$ cat config.mk
export PLATFORM = sky130hd
export DESIGN_NAME = crpss_seq
export DESIGN_NICKNAME = d
export VERILOG_FILES = /design/src/hw/crpss_pkg.sv /design/src/hw/crpss_seq.sv
export SDC_FILE = /design/constraint.sdc
export NUM_CORES = 1
export LEC_CHECK = 0
export BUFFER_PORTS_ARGS = -buffer_cell sky130_fd_sc_hd__buf_2
export CAP_MARGIN = 20
export CORE_MARGIN = 2
export CORE_UTILIZATION = 50
export CTS_CLUSTER_DIAMETER = 80
export CTS_CLUSTER_SIZE = 14
export DETAILED_ROUTE_END_ITERATION = 8
export MAX_ROUTING_LAYER = met4
export PLACE_DENSITY = 0.74
export SYNTH_ARGS = -nofsm -noshare
export SYNTH_HDL_FRONTEND = slang
export SYNTH_SLANG_ARGS = --single-unit
$ cat constraint.sdc
create_clock -name clk -period 5.8 [get_ports clk]
set_clock_uncertainty 0.15 [all_clocks]
set_input_delay 0 -clock clk [delete_from_list [all_inputs] [get_ports clk]]
set_output_delay 0 -clock clk [all_outputs]
set_load 0.1 [all_outputs]
$ cat src/hw/crpss_pkg.sv
// Operation
// - While bus reset is active the device returns to a known state and drops both cache levels.
// - Every bus agent releases its bus outputs within two bus clocks of seeing bus reset active.
// - On the release edge of bus reset the device captures its strap pins as its configuration.
// - After release, unless straps chose tri-state, it may self-test and then fetches a vector.
// - An accepted management interrupt saves state, enters management mode and acknowledges.
// - A stop-clock request issues a stop-grant and gates core clocks, entering quick start.
// - In quick start the device keeps snooping and serving interrupts and the bus clock runs.
// - When stop-clock is removed and exit is allowed, core clocks restart and execution resumes.
// - With termination supply good the voltage-id outputs are driven to their final value.
package crpss_pkg;
   // timing
   localparam int CLK_PERIOD_NS = 10;
   localparam int SELFTEST_TIME_NS = 10000;
   localparam int SELFTEST_CYCLES = (SELFTEST_TIME_NS + CLK_PERIOD_NS - 1) / CLK_PERIOD_NS;
   localparam int CNT_W = 12;
   localparam logic [CNT_W-1:0] SELFTEST_LAST = CNT_W'(SELFTEST_CYCLES - 1);
   localparam logic [CNT_W-1:0] CNT_ZERO = 12'h000;
   localparam logic [CNT_W-1:0] CNT_ONE = 12'h001;

   // reset vectors
   localparam logic [31:0] VECTOR_LOW = 32'h000F_FFF0;
   localparam logic [31:0] VECTOR_HIGH = 32'hFFFF_FFF0;
   localparam logic [31:0] VECTOR_NONE = 32'h0000_0000;

   // voltage id
   localparam int VID_W = 5;
   localparam logic [VID_W-1:0] VID_RELEASED = 5'h00;

   // special transaction codes
   localparam logic [1:0] TXN_NONE = 2'h0;
   localparam logic [1:0] TXN_SMI_ACK = 2'h1;
   localparam logic [1:0] TXN_STOP_GRANT = 2'h2;

   // strap layout, captured at reset release
   typedef struct packed {
      logic outputs_tristate;
      logic run_selftest;
      logic high_vector;
      logic [4:0] spare;
   } crpss_cfg_t;
   localparam crpss_cfg_t CFG_RESET = 8'h00;

   // special bus transaction request
   typedef struct packed {
      logic valid;
      logic [1:0] code;
   } crpss_txn_t;
   localparam crpss_txn_t TXN_IDLE = 3'h0;

   typedef enum logic [3:0] {
      ST_POWER_OFF,
      ST_RESET,
      ST_TRISTATE,
      ST_SELFTEST,
      ST_FETCH,
      ST_RUN,
      ST_SMM_SAVE,
      ST_SMM_ACK,
      ST_SMM,
      ST_STOP_GRANT,
      ST_QUICK_START
   } crpss_state_t;
endpackage : crpss_pkg

$ cat src/hw/crpss_seq.sv
`timescale 1ns/100ps
module crpss_seq
   import crpss_pkg::*;
#(
   parameter logic [VID_W-1:0] VID_CODE = 5'h0C
) (
   // clock, reset, enable
   input wire logic clk,
   input wire logic rst,
   input wire logic ce,
   // power and reset pins
   input wire logic power_stable_in,
   input wire logic bus_reset_n,
   input wire crpss_cfg_t cfg_pins,
   input wire logic term_supply_good,
   // interrupt and power-state requests
   input wire logic sys_mgmt_irq_n,
   input wire logic stop_clock_req_n,
   input wire logic quick_start_exit_ok,
   input wire logic smm_resume,
   // core and bus control
   output logic bus_out_en,
   output logic cache_invalidate,
   output logic core_clk_en,
   output logic bus_unit_clk_en,
   output logic snoop_en,
   output logic intr_service_en,
   output logic state_save,
   output crpss_txn_t special_txn,
   output logic fetch_start,
   output logic [31:0] fetch_addr,
   output logic built_in_selftest,
   output logic sys_mgmt_mode,
   output crpss_cfg_t config_out,
   // voltage id, open drain
   output logic [VID_W-1:0] voltage_id_out,
   output logic voltage_id_oe
);
   // synchroniser stages; stage one feeds stage two only
   logic pg_s1_reg, pg_s1_next, pg_s2_reg, pg_s2_next;
   logic smi_s1_reg, smi_s1_next, smi_s2_reg, smi_s2_next, smi_s3_reg, smi_s3_next;
   logic stp_s1_reg, stp_s1_next, stp_s2_reg, stp_s2_next;
   logic rst_n_d_reg, rst_n_d_next;
   logic smi_pend_reg, smi_pend_next;
   crpss_state_t state_reg, state_next;
   logic [CNT_W-1:0] cnt_reg, cnt_next;
   logic bus_out_en_reg, bus_out_en_next, inval_reg, inval_next;
   logic core_clk_reg, core_clk_next, bus_clk_reg, bus_clk_next;
   logic snoop_reg, snoop_next, intr_reg, intr_next, save_reg, save_next;
   crpss_txn_t txn_reg, txn_next;
   logic fetch_reg, fetch_next, built_in_selftest_reg, built_in_selftest_next, smm_reg, smm_next;
   logic [31:0] addr_reg, addr_next;
   crpss_cfg_t cfg_reg, cfg_next;
   logic [VID_W-1:0] vid_reg, vid_next;
   logic vid_oe_reg, vid_oe_next;
   logic smi_fall, rst_release, stop_req;

   // synchronisers; the clock may start after power-good is high, which only delays capture
   always_comb begin
      pg_s1_next = power_stable_in;
      pg_s2_next = pg_s1_reg;
      smi_s1_next = sys_mgmt_irq_n;
      smi_s2_next = smi_s1_reg;
      smi_s3_next = smi_s2_reg;
      stp_s1_next = stop_clock_req_n;
      stp_s2_next = stp_s1_reg;
      rst_n_d_next = bus_reset_n;
   end

   assign smi_fall = smi_s3_reg && !smi_s2_reg;
   assign rst_release = bus_reset_n && !rst_n_d_reg;
   assign stop_req = !stp_s2_reg;

   // sequencer next state and outputs
   always_comb begin
      state_next = state_reg;
      cnt_next = cnt_reg;
      smi_pend_next = smi_pend_reg;
      bus_out_en_next = bus_out_en_reg;
      inval_next = 1'b0;
      core_clk_next = core_clk_reg;
      bus_clk_next = bus_clk_reg;
      snoop_next = snoop_reg;
      intr_next = intr_reg;
      save_next = 1'b0;
      txn_next = TXN_IDLE;
      fetch_next = 1'b0;
      addr_next = addr_reg;
      built_in_selftest_next = 1'b0;
      smm_next = smm_reg;
      cfg_next = cfg_reg;
      // an edge in the same cycle as the take keeps the request pending
      if (state_reg == ST_RUN && smi_pend_reg) begin
         smi_pend_next = 1'b0;
      end
      if (smi_fall) begin
         smi_pend_next = 1'b1;
      end
      case (state_reg)
         ST_POWER_OFF: begin
            if (pg_s2_reg) begin
               state_next = ST_RESET;
            end
         end
         ST_RESET: begin
            if (rst_release) begin
               cfg_next = cfg_pins;
               if (cfg_pins.outputs_tristate) begin
                  state_next = ST_TRISTATE;
               end else if (cfg_pins.run_selftest) begin
                  state_next = ST_SELFTEST;
                  cnt_next = CNT_ZERO;
                  built_in_selftest_next = 1'b1;
               end else begin
                  state_next = ST_FETCH;
               end
            end
         end
         ST_TRISTATE: begin
            bus_out_en_next = 1'b0;
         end
         ST_SELFTEST: begin
            built_in_selftest_next = (cnt_reg != SELFTEST_LAST);
            cnt_next = cnt_reg + CNT_ONE;
            if (cnt_reg == SELFTEST_LAST) begin
               state_next = ST_FETCH;
            end
         end
         ST_FETCH: begin
            fetch_next = 1'b1;
            addr_next = cfg_reg.high_vector ? VECTOR_HIGH : VECTOR_LOW;
            bus_out_en_next = 1'b1;
            core_clk_next = 1'b1;
            bus_clk_next = 1'b1;
            snoop_next = 1'b1;
            intr_next = 1'b1;
            state_next = ST_RUN;
         end
         ST_RUN: begin
            // management interrupt wins over a stop-clock request
            if (smi_pend_reg) begin
               state_next = ST_SMM_SAVE;
               save_next = 1'b1;
            end else if (stop_req) begin
               state_next = ST_STOP_GRANT;
            end
         end
         ST_SMM_SAVE: begin
            smm_next = 1'b1;
            txn_next = '{valid: 1'b1, code: TXN_SMI_ACK};
            state_next = ST_SMM_ACK;
         end
         ST_SMM_ACK: begin
            state_next = ST_SMM;
         end
         ST_SMM: begin
            if (smm_resume) begin
               smm_next = 1'b0;
               state_next = ST_RUN;
            end
         end
         ST_STOP_GRANT: begin
            txn_next = '{valid: 1'b1, code: TXN_STOP_GRANT};
            core_clk_next = 1'b0;
            state_next = ST_QUICK_START;
         end
         ST_QUICK_START: begin
            // bus unit, snoop and interrupt unit stay alive
            bus_clk_next = 1'b1;
            snoop_next = 1'b1;
            intr_next = 1'b1;
            if (!stop_req && quick_start_exit_ok) begin
               core_clk_next = 1'b1;
               state_next = ST_RUN;
            end
         end
         default: begin
            state_next = ST_POWER_OFF;
         end
      endcase
      // bus reset overrides everything but power loss
      if (!bus_reset_n && state_reg != ST_POWER_OFF) begin
         state_next = ST_RESET;
         inval_next = 1'b1;
         bus_out_en_next = 1'b0;
         core_clk_next = 1'b0;
         bus_clk_next = 1'b0;
         snoop_next = 1'b0;
         intr_next = 1'b0;
         smm_next = 1'b0;
         smi_pend_next = 1'b0;
         cfg_next = CFG_RESET;
         addr_next = VECTOR_NONE;
         txn_next = TXN_IDLE;
         fetch_next = 1'b0;
         built_in_selftest_next = 1'b0;
         save_next = 1'b0;
      end
      // power loss returns to the idle state from anywhere
      if (!pg_s2_reg) begin
         state_next = ST_POWER_OFF;
         bus_out_en_next = 1'b0;
         core_clk_next = 1'b0;
         bus_clk_next = 1'b0;
         snoop_next = 1'b0;
         intr_next = 1'b0;
         smm_next = 1'b0;
         smi_pend_next = 1'b0;
         txn_next = TXN_IDLE;
         fetch_next = 1'b0;
         built_in_selftest_next = 1'b0;
         save_next = 1'b0;
      end
   end

   // voltage id is released until the termination supply is good
   always_comb begin
      vid_next = term_supply_good ? VID_CODE : VID_RELEASED;
      vid_oe_next = term_supply_good;
   end

   // all state freezes while the clock enable is low
   always_ff @(posedge clk or posedge rst) begin
      if (rst) begin
         pg_s1_reg <= 1'b0;
         pg_s2_reg <= 1'b0;
         smi_s1_reg <= 1'b1;
         smi_s2_reg <= 1'b1;
         smi_s3_reg <= 1'b1;
         stp_s1_reg <= 1'b1;
         stp_s2_reg <= 1'b1;
         rst_n_d_reg <= 1'b0;
         smi_pend_reg <= 1'b0;
         state_reg <= ST_POWER_OFF;
         cnt_reg <= CNT_ZERO;
         bus_out_en_reg <= 1'b0;
         inval_reg <= 1'b0;
         core_clk_reg <= 1'b0;
         bus_clk_reg <= 1'b0;
         snoop_reg <= 1'b0;
         intr_reg <= 1'b0;
         save_reg <= 1'b0;
         txn_reg <= TXN_IDLE;
         fetch_reg <= 1'b0;
         addr_reg <= VECTOR_NONE;
         built_in_selftest_reg <= 1'b0;
         smm_reg <= 1'b0;
         cfg_reg <= CFG_RESET;
         vid_reg <= VID_RELEASED;
         vid_oe_reg <= 1'b0;
      end else if (ce) begin
         pg_s1_reg <= pg_s1_next;
         pg_s2_reg <= pg_s2_next;
         smi_s1_reg <= smi_s1_next;
         smi_s2_reg <= smi_s2_next;
         smi_s3_reg <= smi_s3_next;
         stp_s1_reg <= stp_s1_next;
         stp_s2_reg <= stp_s2_next;
         rst_n_d_reg <= rst_n_d_next;
         smi_pend_reg <= smi_pend_next;
         state_reg <= state_next;
         cnt_reg <= cnt_next;
         bus_out_en_reg <= bus_out_en_next;
         inval_reg <= inval_next;
         core_clk_reg <= core_clk_next;
         bus_clk_reg <= bus_clk_next;
         snoop_reg <= snoop_next;
         intr_reg <= intr_next;
         save_reg <= save_next;
         txn_reg <= txn_next;
         fetch_reg <= fetch_next;
         addr_reg <= addr_next;
         built_in_selftest_reg <= built_in_selftest_next;
         smm_reg <= smm_next;
         cfg_reg <= cfg_next;
         vid_reg <= vid_next;
         vid_oe_reg <= vid_oe_next;
      end
   end

   // outputs straight from flip-flops
   assign bus_out_en = bus_out_en_reg;
   assign cache_invalidate = inval_reg;
   assign core_clk_en = core_clk_reg;
   assign bus_unit_clk_en = bus_clk_reg;
   assign snoop_en = snoop_reg;
   assign intr_service_en = intr_reg;
   assign state_save = save_reg;
   assign special_txn = txn_reg;
   assign fetch_start = fetch_reg;
   assign fetch_addr = addr_reg;
   assign built_in_selftest = built_in_selftest_reg;
   assign sys_mgmt_mode = smm_reg;
   assign config_out = cfg_reg;
   assign voltage_id_out = vid_reg;
   assign voltage_id_oe = vid_oe_reg;

   // checks
   chk_reset_inval: assert property (@(posedge clk) disable iff (rst)
      (ce && !bus_reset_n && pg_s2_reg && state_reg != ST_POWER_OFF)
      |=> (cache_invalidate && state_reg == ST_RESET))
      else $error("bus reset did not invalidate caches");
   chk_bus_release: assert property (@(posedge clk) disable iff (rst)
      (ce && !bus_reset_n) |=> !bus_out_en)
      else $error("bus outputs not released under bus reset");
   chk_cfg_capture: assert property (@(posedge clk) disable iff (rst)
      (ce && pg_s2_reg && state_reg == ST_RESET && rst_release)
      |=> (config_out == $past(cfg_pins)))
      else $error("straps not captured at reset release");
   chk_fetch_vector: assert property (@(posedge clk) disable iff (rst)
      fetch_start |-> (!config_out.outputs_tristate && fetch_addr ==
      (config_out.high_vector ? VECTOR_HIGH : VECTOR_LOW)))
      else $error("fetch started at wrong vector or in tri-state");
   chk_smm_ack: assert property (@(posedge clk) disable iff (rst)
      (ce && pg_s2_reg && bus_reset_n && state_reg == ST_SMM_SAVE)
      |=> (sys_mgmt_mode && special_txn.valid && special_txn.code == TXN_SMI_ACK))
      else $error("management entry without acknowledge");
   chk_stop_grant: assert property (@(posedge clk) disable iff (rst)
      (ce && pg_s2_reg && bus_reset_n && state_reg == ST_STOP_GRANT)
      |=> (!core_clk_en && special_txn.code == TXN_STOP_GRANT && state_reg == ST_QUICK_START))
      else $error("stop grant entry wrong");
   chk_quick_alive: assert property (@(posedge clk) disable iff (rst)
      (state_reg == ST_QUICK_START) |-> (snoop_en && intr_service_en && bus_unit_clk_en))
      else $error("quick start lost snoop, interrupt or bus clock");
   chk_quick_exit: assert property (@(posedge clk) disable iff (rst)
      (ce && pg_s2_reg && bus_reset_n && state_reg == ST_QUICK_START && !stop_req
      && quick_start_exit_ok) |=> (core_clk_en && state_reg == ST_RUN))
      else $error("quick start exit did not restart core clocks");
   chk_vid_drive: assert property (@(posedge clk) disable iff (rst)
      (ce && term_supply_good) |=> (voltage_id_oe && voltage_id_out == VID_CODE))
      else $error("voltage id not driven with termination good");
   chk_pg_sync: assert property (@(posedge clk) disable iff (rst)
      (ce && $rose(pg_s2_reg)) |-> $past(power_stable_in, 2))
      else $error("power-good bypassed its synchroniser");
endmodule : crpss_seq

==> results.cfg <==
[clocking]
num_clock_sinks = 47
cts_repair_resize_count = 0
post_cts.repair.setup_buffers = 0
clock_path_buffers = 2
insertion_delay_ns = 0.29
cts_buffers = 5
cts_htree_levels = 2
worst_setup_hold_path_clk_slew_ns = 0.08
ctsRootBufferMaster = clkbuf_8
cts_tree = done

[yosys]
yosys.area_share.adder = 0.004679
synth-seq-cells = 47
netlist_top_cells_area = dfrtp_1 39%, buf_4 11%, dfstp_2 4.9%
synth_top_cell_by_area = dfrtp_1
combinational_family_with_the_most_area_after_synthesis = compound AO/OA/AOI/OAI gates
postSynth.asyncResetShare = 1.000
synth_mux_area_frac = 0.04726
synth.cells.most_frequent = 42 x dfrtp_1, 38 x buf_4, 22 x nor2_1
synthesis.area_per_instance_sq_um = 9.758
synth_simple_gate_area_share = 0.1661
synthMostInstantiatedCell = dfrtp_1
synth_compound_gate_area_share = 0.1689
yosys.area.top_type_share = 0.3931
dominantRegCellSynth = dfrtp_1
netlist_instances = 274
synthesis.area_sq_um = 2674
post_synth_xor_area_fraction = 0.02948
sequential_fraction_of_the_synthesis_area = 0.4422
synth_edf_count = 0
ys_warnings = 0
yosysUniqueCellTypes = 53

[sta]
clock.fmax_mhz = 421.0
slew-limit-headroom = 0.5991
worst_slack_ns = 3.425
setup_viol_count_final = 0
rsz0062_at_grt = no
fin_crit_sh = 0.4095
total_count_of_hold_check_failures_in_the_final_report = 0
slew_violations = 0
finalWorstPathRequiredPeriod_ns = 2.375
tns_ns = 0
tightestPinTransition_ns = 0.5973

[final_layout]
fraction_of_final_layout_cells_with_drive_strength_greater_than_1 = 0.3189
num-fill-cells = 450
largest_register_ffs = 12
finalInstanceArea_sq_um = 3063
finalNonFillerCells = 393
final_nets = 341
layout-area-overhead-vs-synth_pct = 14.55
antenna_cells_inserted = 0

[grt]
via_count_of_the_first_global_routing_pass = 1890
maximum_number_of_pins_on_one_net_before_global_route_repair = 48
antenna_found_initial = 0
first_pass_grt_wire_length_microns = 9142
grt.total_usage = 0.1950
grt_overflow_total = 0

[placed_design]
gpl.final_weighted_congestion = 0.8792
hpwlAfterDp_microns = 3870
placedCellCount = 369
detailed_place.area_sq_um = 2793
buffer_ports.inserted = 69
place_worst_setup_slack_ns = 3.487

[die]
floorplan.rows = 26
design.portCount = 77
initial_utilization = 0.5202
fp.dieW_microns = 77.13
die_y_microns = 77.13
core-area_sq_um = 5140
die-area_sq_um = 5948

[worst_setup_path]
req_time_crit_path_ns = 5.84
cpLargestDelayFamily = flip-flops
critical_path.slowest_cell = dfrtp_1
path_depth = 5
worstSetupPathType = reg2reg
setup.worst_path.end_class = flip-flop
critical_path_arrival_ns = 2.41
path_buf_inv = 0
worst_setup_path_start_kind = flip-flop
critical_path.cell_chain = nor2_1, a21oi_1, nand2b_2, o21ai_2, mux2_4
register_to_register_path_depth = 5
max_stage_delay_ns = 0.72
worst-path-max-fanout = 18

[detailed_routing]
antenna_violating_nets_post_route = 0
vias_per_cell = 5.417
wl_cell_microns = 14.37
detail_route.wirelength_microns = 5649
drt_iter0_drc = 176
detail_route.first_pass.iterations = 4
detailroute.via_count = 2129
detail_route.drc_violations = 0

[power_and_ir_drop]
power_per_cell_area_nw_per_um2 = 552.7
leakagePower_nw = 1.506
max-vdd-ir-drop_uv = 509.3

[outcome]
run_status = finished, final reports clean

[flow_run]
timing.max_cap.violations = 0

[min_path]
min-delay-path-class = in2reg
hold_path_stages = 5
-- cells in the final DEF (no fill, tap or decap), drive strengths merged, types with 2 or more instances in the layout --
cell type    count
a21o             2
a21oi           15
a22o            11
a31oi            2
a32o             2
a32oi            2
and3             5
and4bb           2
buf             70
clkbuf           8
conb             7
dfrtp           42
dfstp            5
dlygate4sd3     15
inv             10
mux2            10
nand2           14
nand2b           5
nand3            8
nand4            3
nor2            22
nor2b            4
nor3             6
nor3b            2
nor4             4
o21ai           16
o2bb2ai          5
or3              2
or4              2
xnor2            9
-- per-stage QoR --
step	utilization	total power, mW	hold slack, ns
6_report	0.5959	1.693	0.03015
5_1_grt	0.5959	1.757	0.07066
4_1_cts	0.5901	1.699	0.02296
3_5_place_dp	0.5433	1.478	0.07276
3_3_place_gp	0.5433	1.474	0.06885
2_1_floorplan	-	1.421	-0.01727
-- worst register-to-register path, stage by stage, from the launching register on --
cell	delay [ns]
dfrtp_1	0.72
nor2_1	0.23
a21oi_1	0.45
nand2b_2	0.31
o21ai_2	0.11
mux2_4	0.30
-- timing repair --
action                     in CTS  in global routing
setup endpoints to repair       0                  0
hold buffers                   14                  1
hold endpoints to repair       55                  1
-- power breakdown --
part	total (mW)	switching [mW]	internal, mW
Sequential	0.455	0.0711	0.384
Combinational	1.03	0.853	0.175
Clock	0.210	0.101	0.109
-- logic make-up (layout without fill, tap and decap cells) --
logic type / after synthesis / in the layout
simple gates: 82 / 82
xor+xnor: 9 / 9
buf+inv: 60 / 103
other cells: 1 / 7
flops: 47 / 47
fa+ha+maj: 1 / 1
mux: 11 / 11
compound gates: 63 / 63
-- area by class of cell --
cell class	instances	area [sq um]	share of cell area
Clock buffer	8	100.1	0.03268
Inverter	10	37.54	0.01225
Multi-Input combinational cell	173	1140	0.3721
Sequential cell	47	1182	0.3860
Tap cell	70	87.58	0.02859
Timing Repair Buffer	85	515.5	0.1683
-- worst paths after layout --
| path | from | to | slack (ns) |
|---|---|---|---|
| worst min register to register | pg_s1_reg$_DFFE_PP0P_ | pg_s2_reg$_DFFE_PP0P_ | 0.34 |
| min in group asynchronous | rst | voltage_id_out[2]$_DFFE_PP0P_ | 0.51 |
| worst max-delay path | state_reg[3]$_DFFE_PP0P_ | state_reg[0]$_DFFE_PP0P_ | 3.42 |
| worst max register to register | state_reg[3]$_DFFE_PP0P_ | state_reg[0]$_DFFE_PP0P_ | 3.42 |
| max in group asynchronous | rst | smi_s2_reg$_DFFE_PP1P_ | 4.52 |
| worst min-delay path | quick_start_exit_ok | core_clk_en$_DFFE_PP0P_ | 0.03 |
-- metal layers --
metal | global-route usage | up-vias | share of wire
met5 | - | - | 0
met4 | 0.05357 | 0 | 0.011
met2 | 0.2922 | 76 | 0.46
met1 | 0.2787 | 1021 | 0.47
met3 | 0.02706 | 6 | 0.060
li1 | - | 1026 | -
Power figures use the tool's default switching activity.
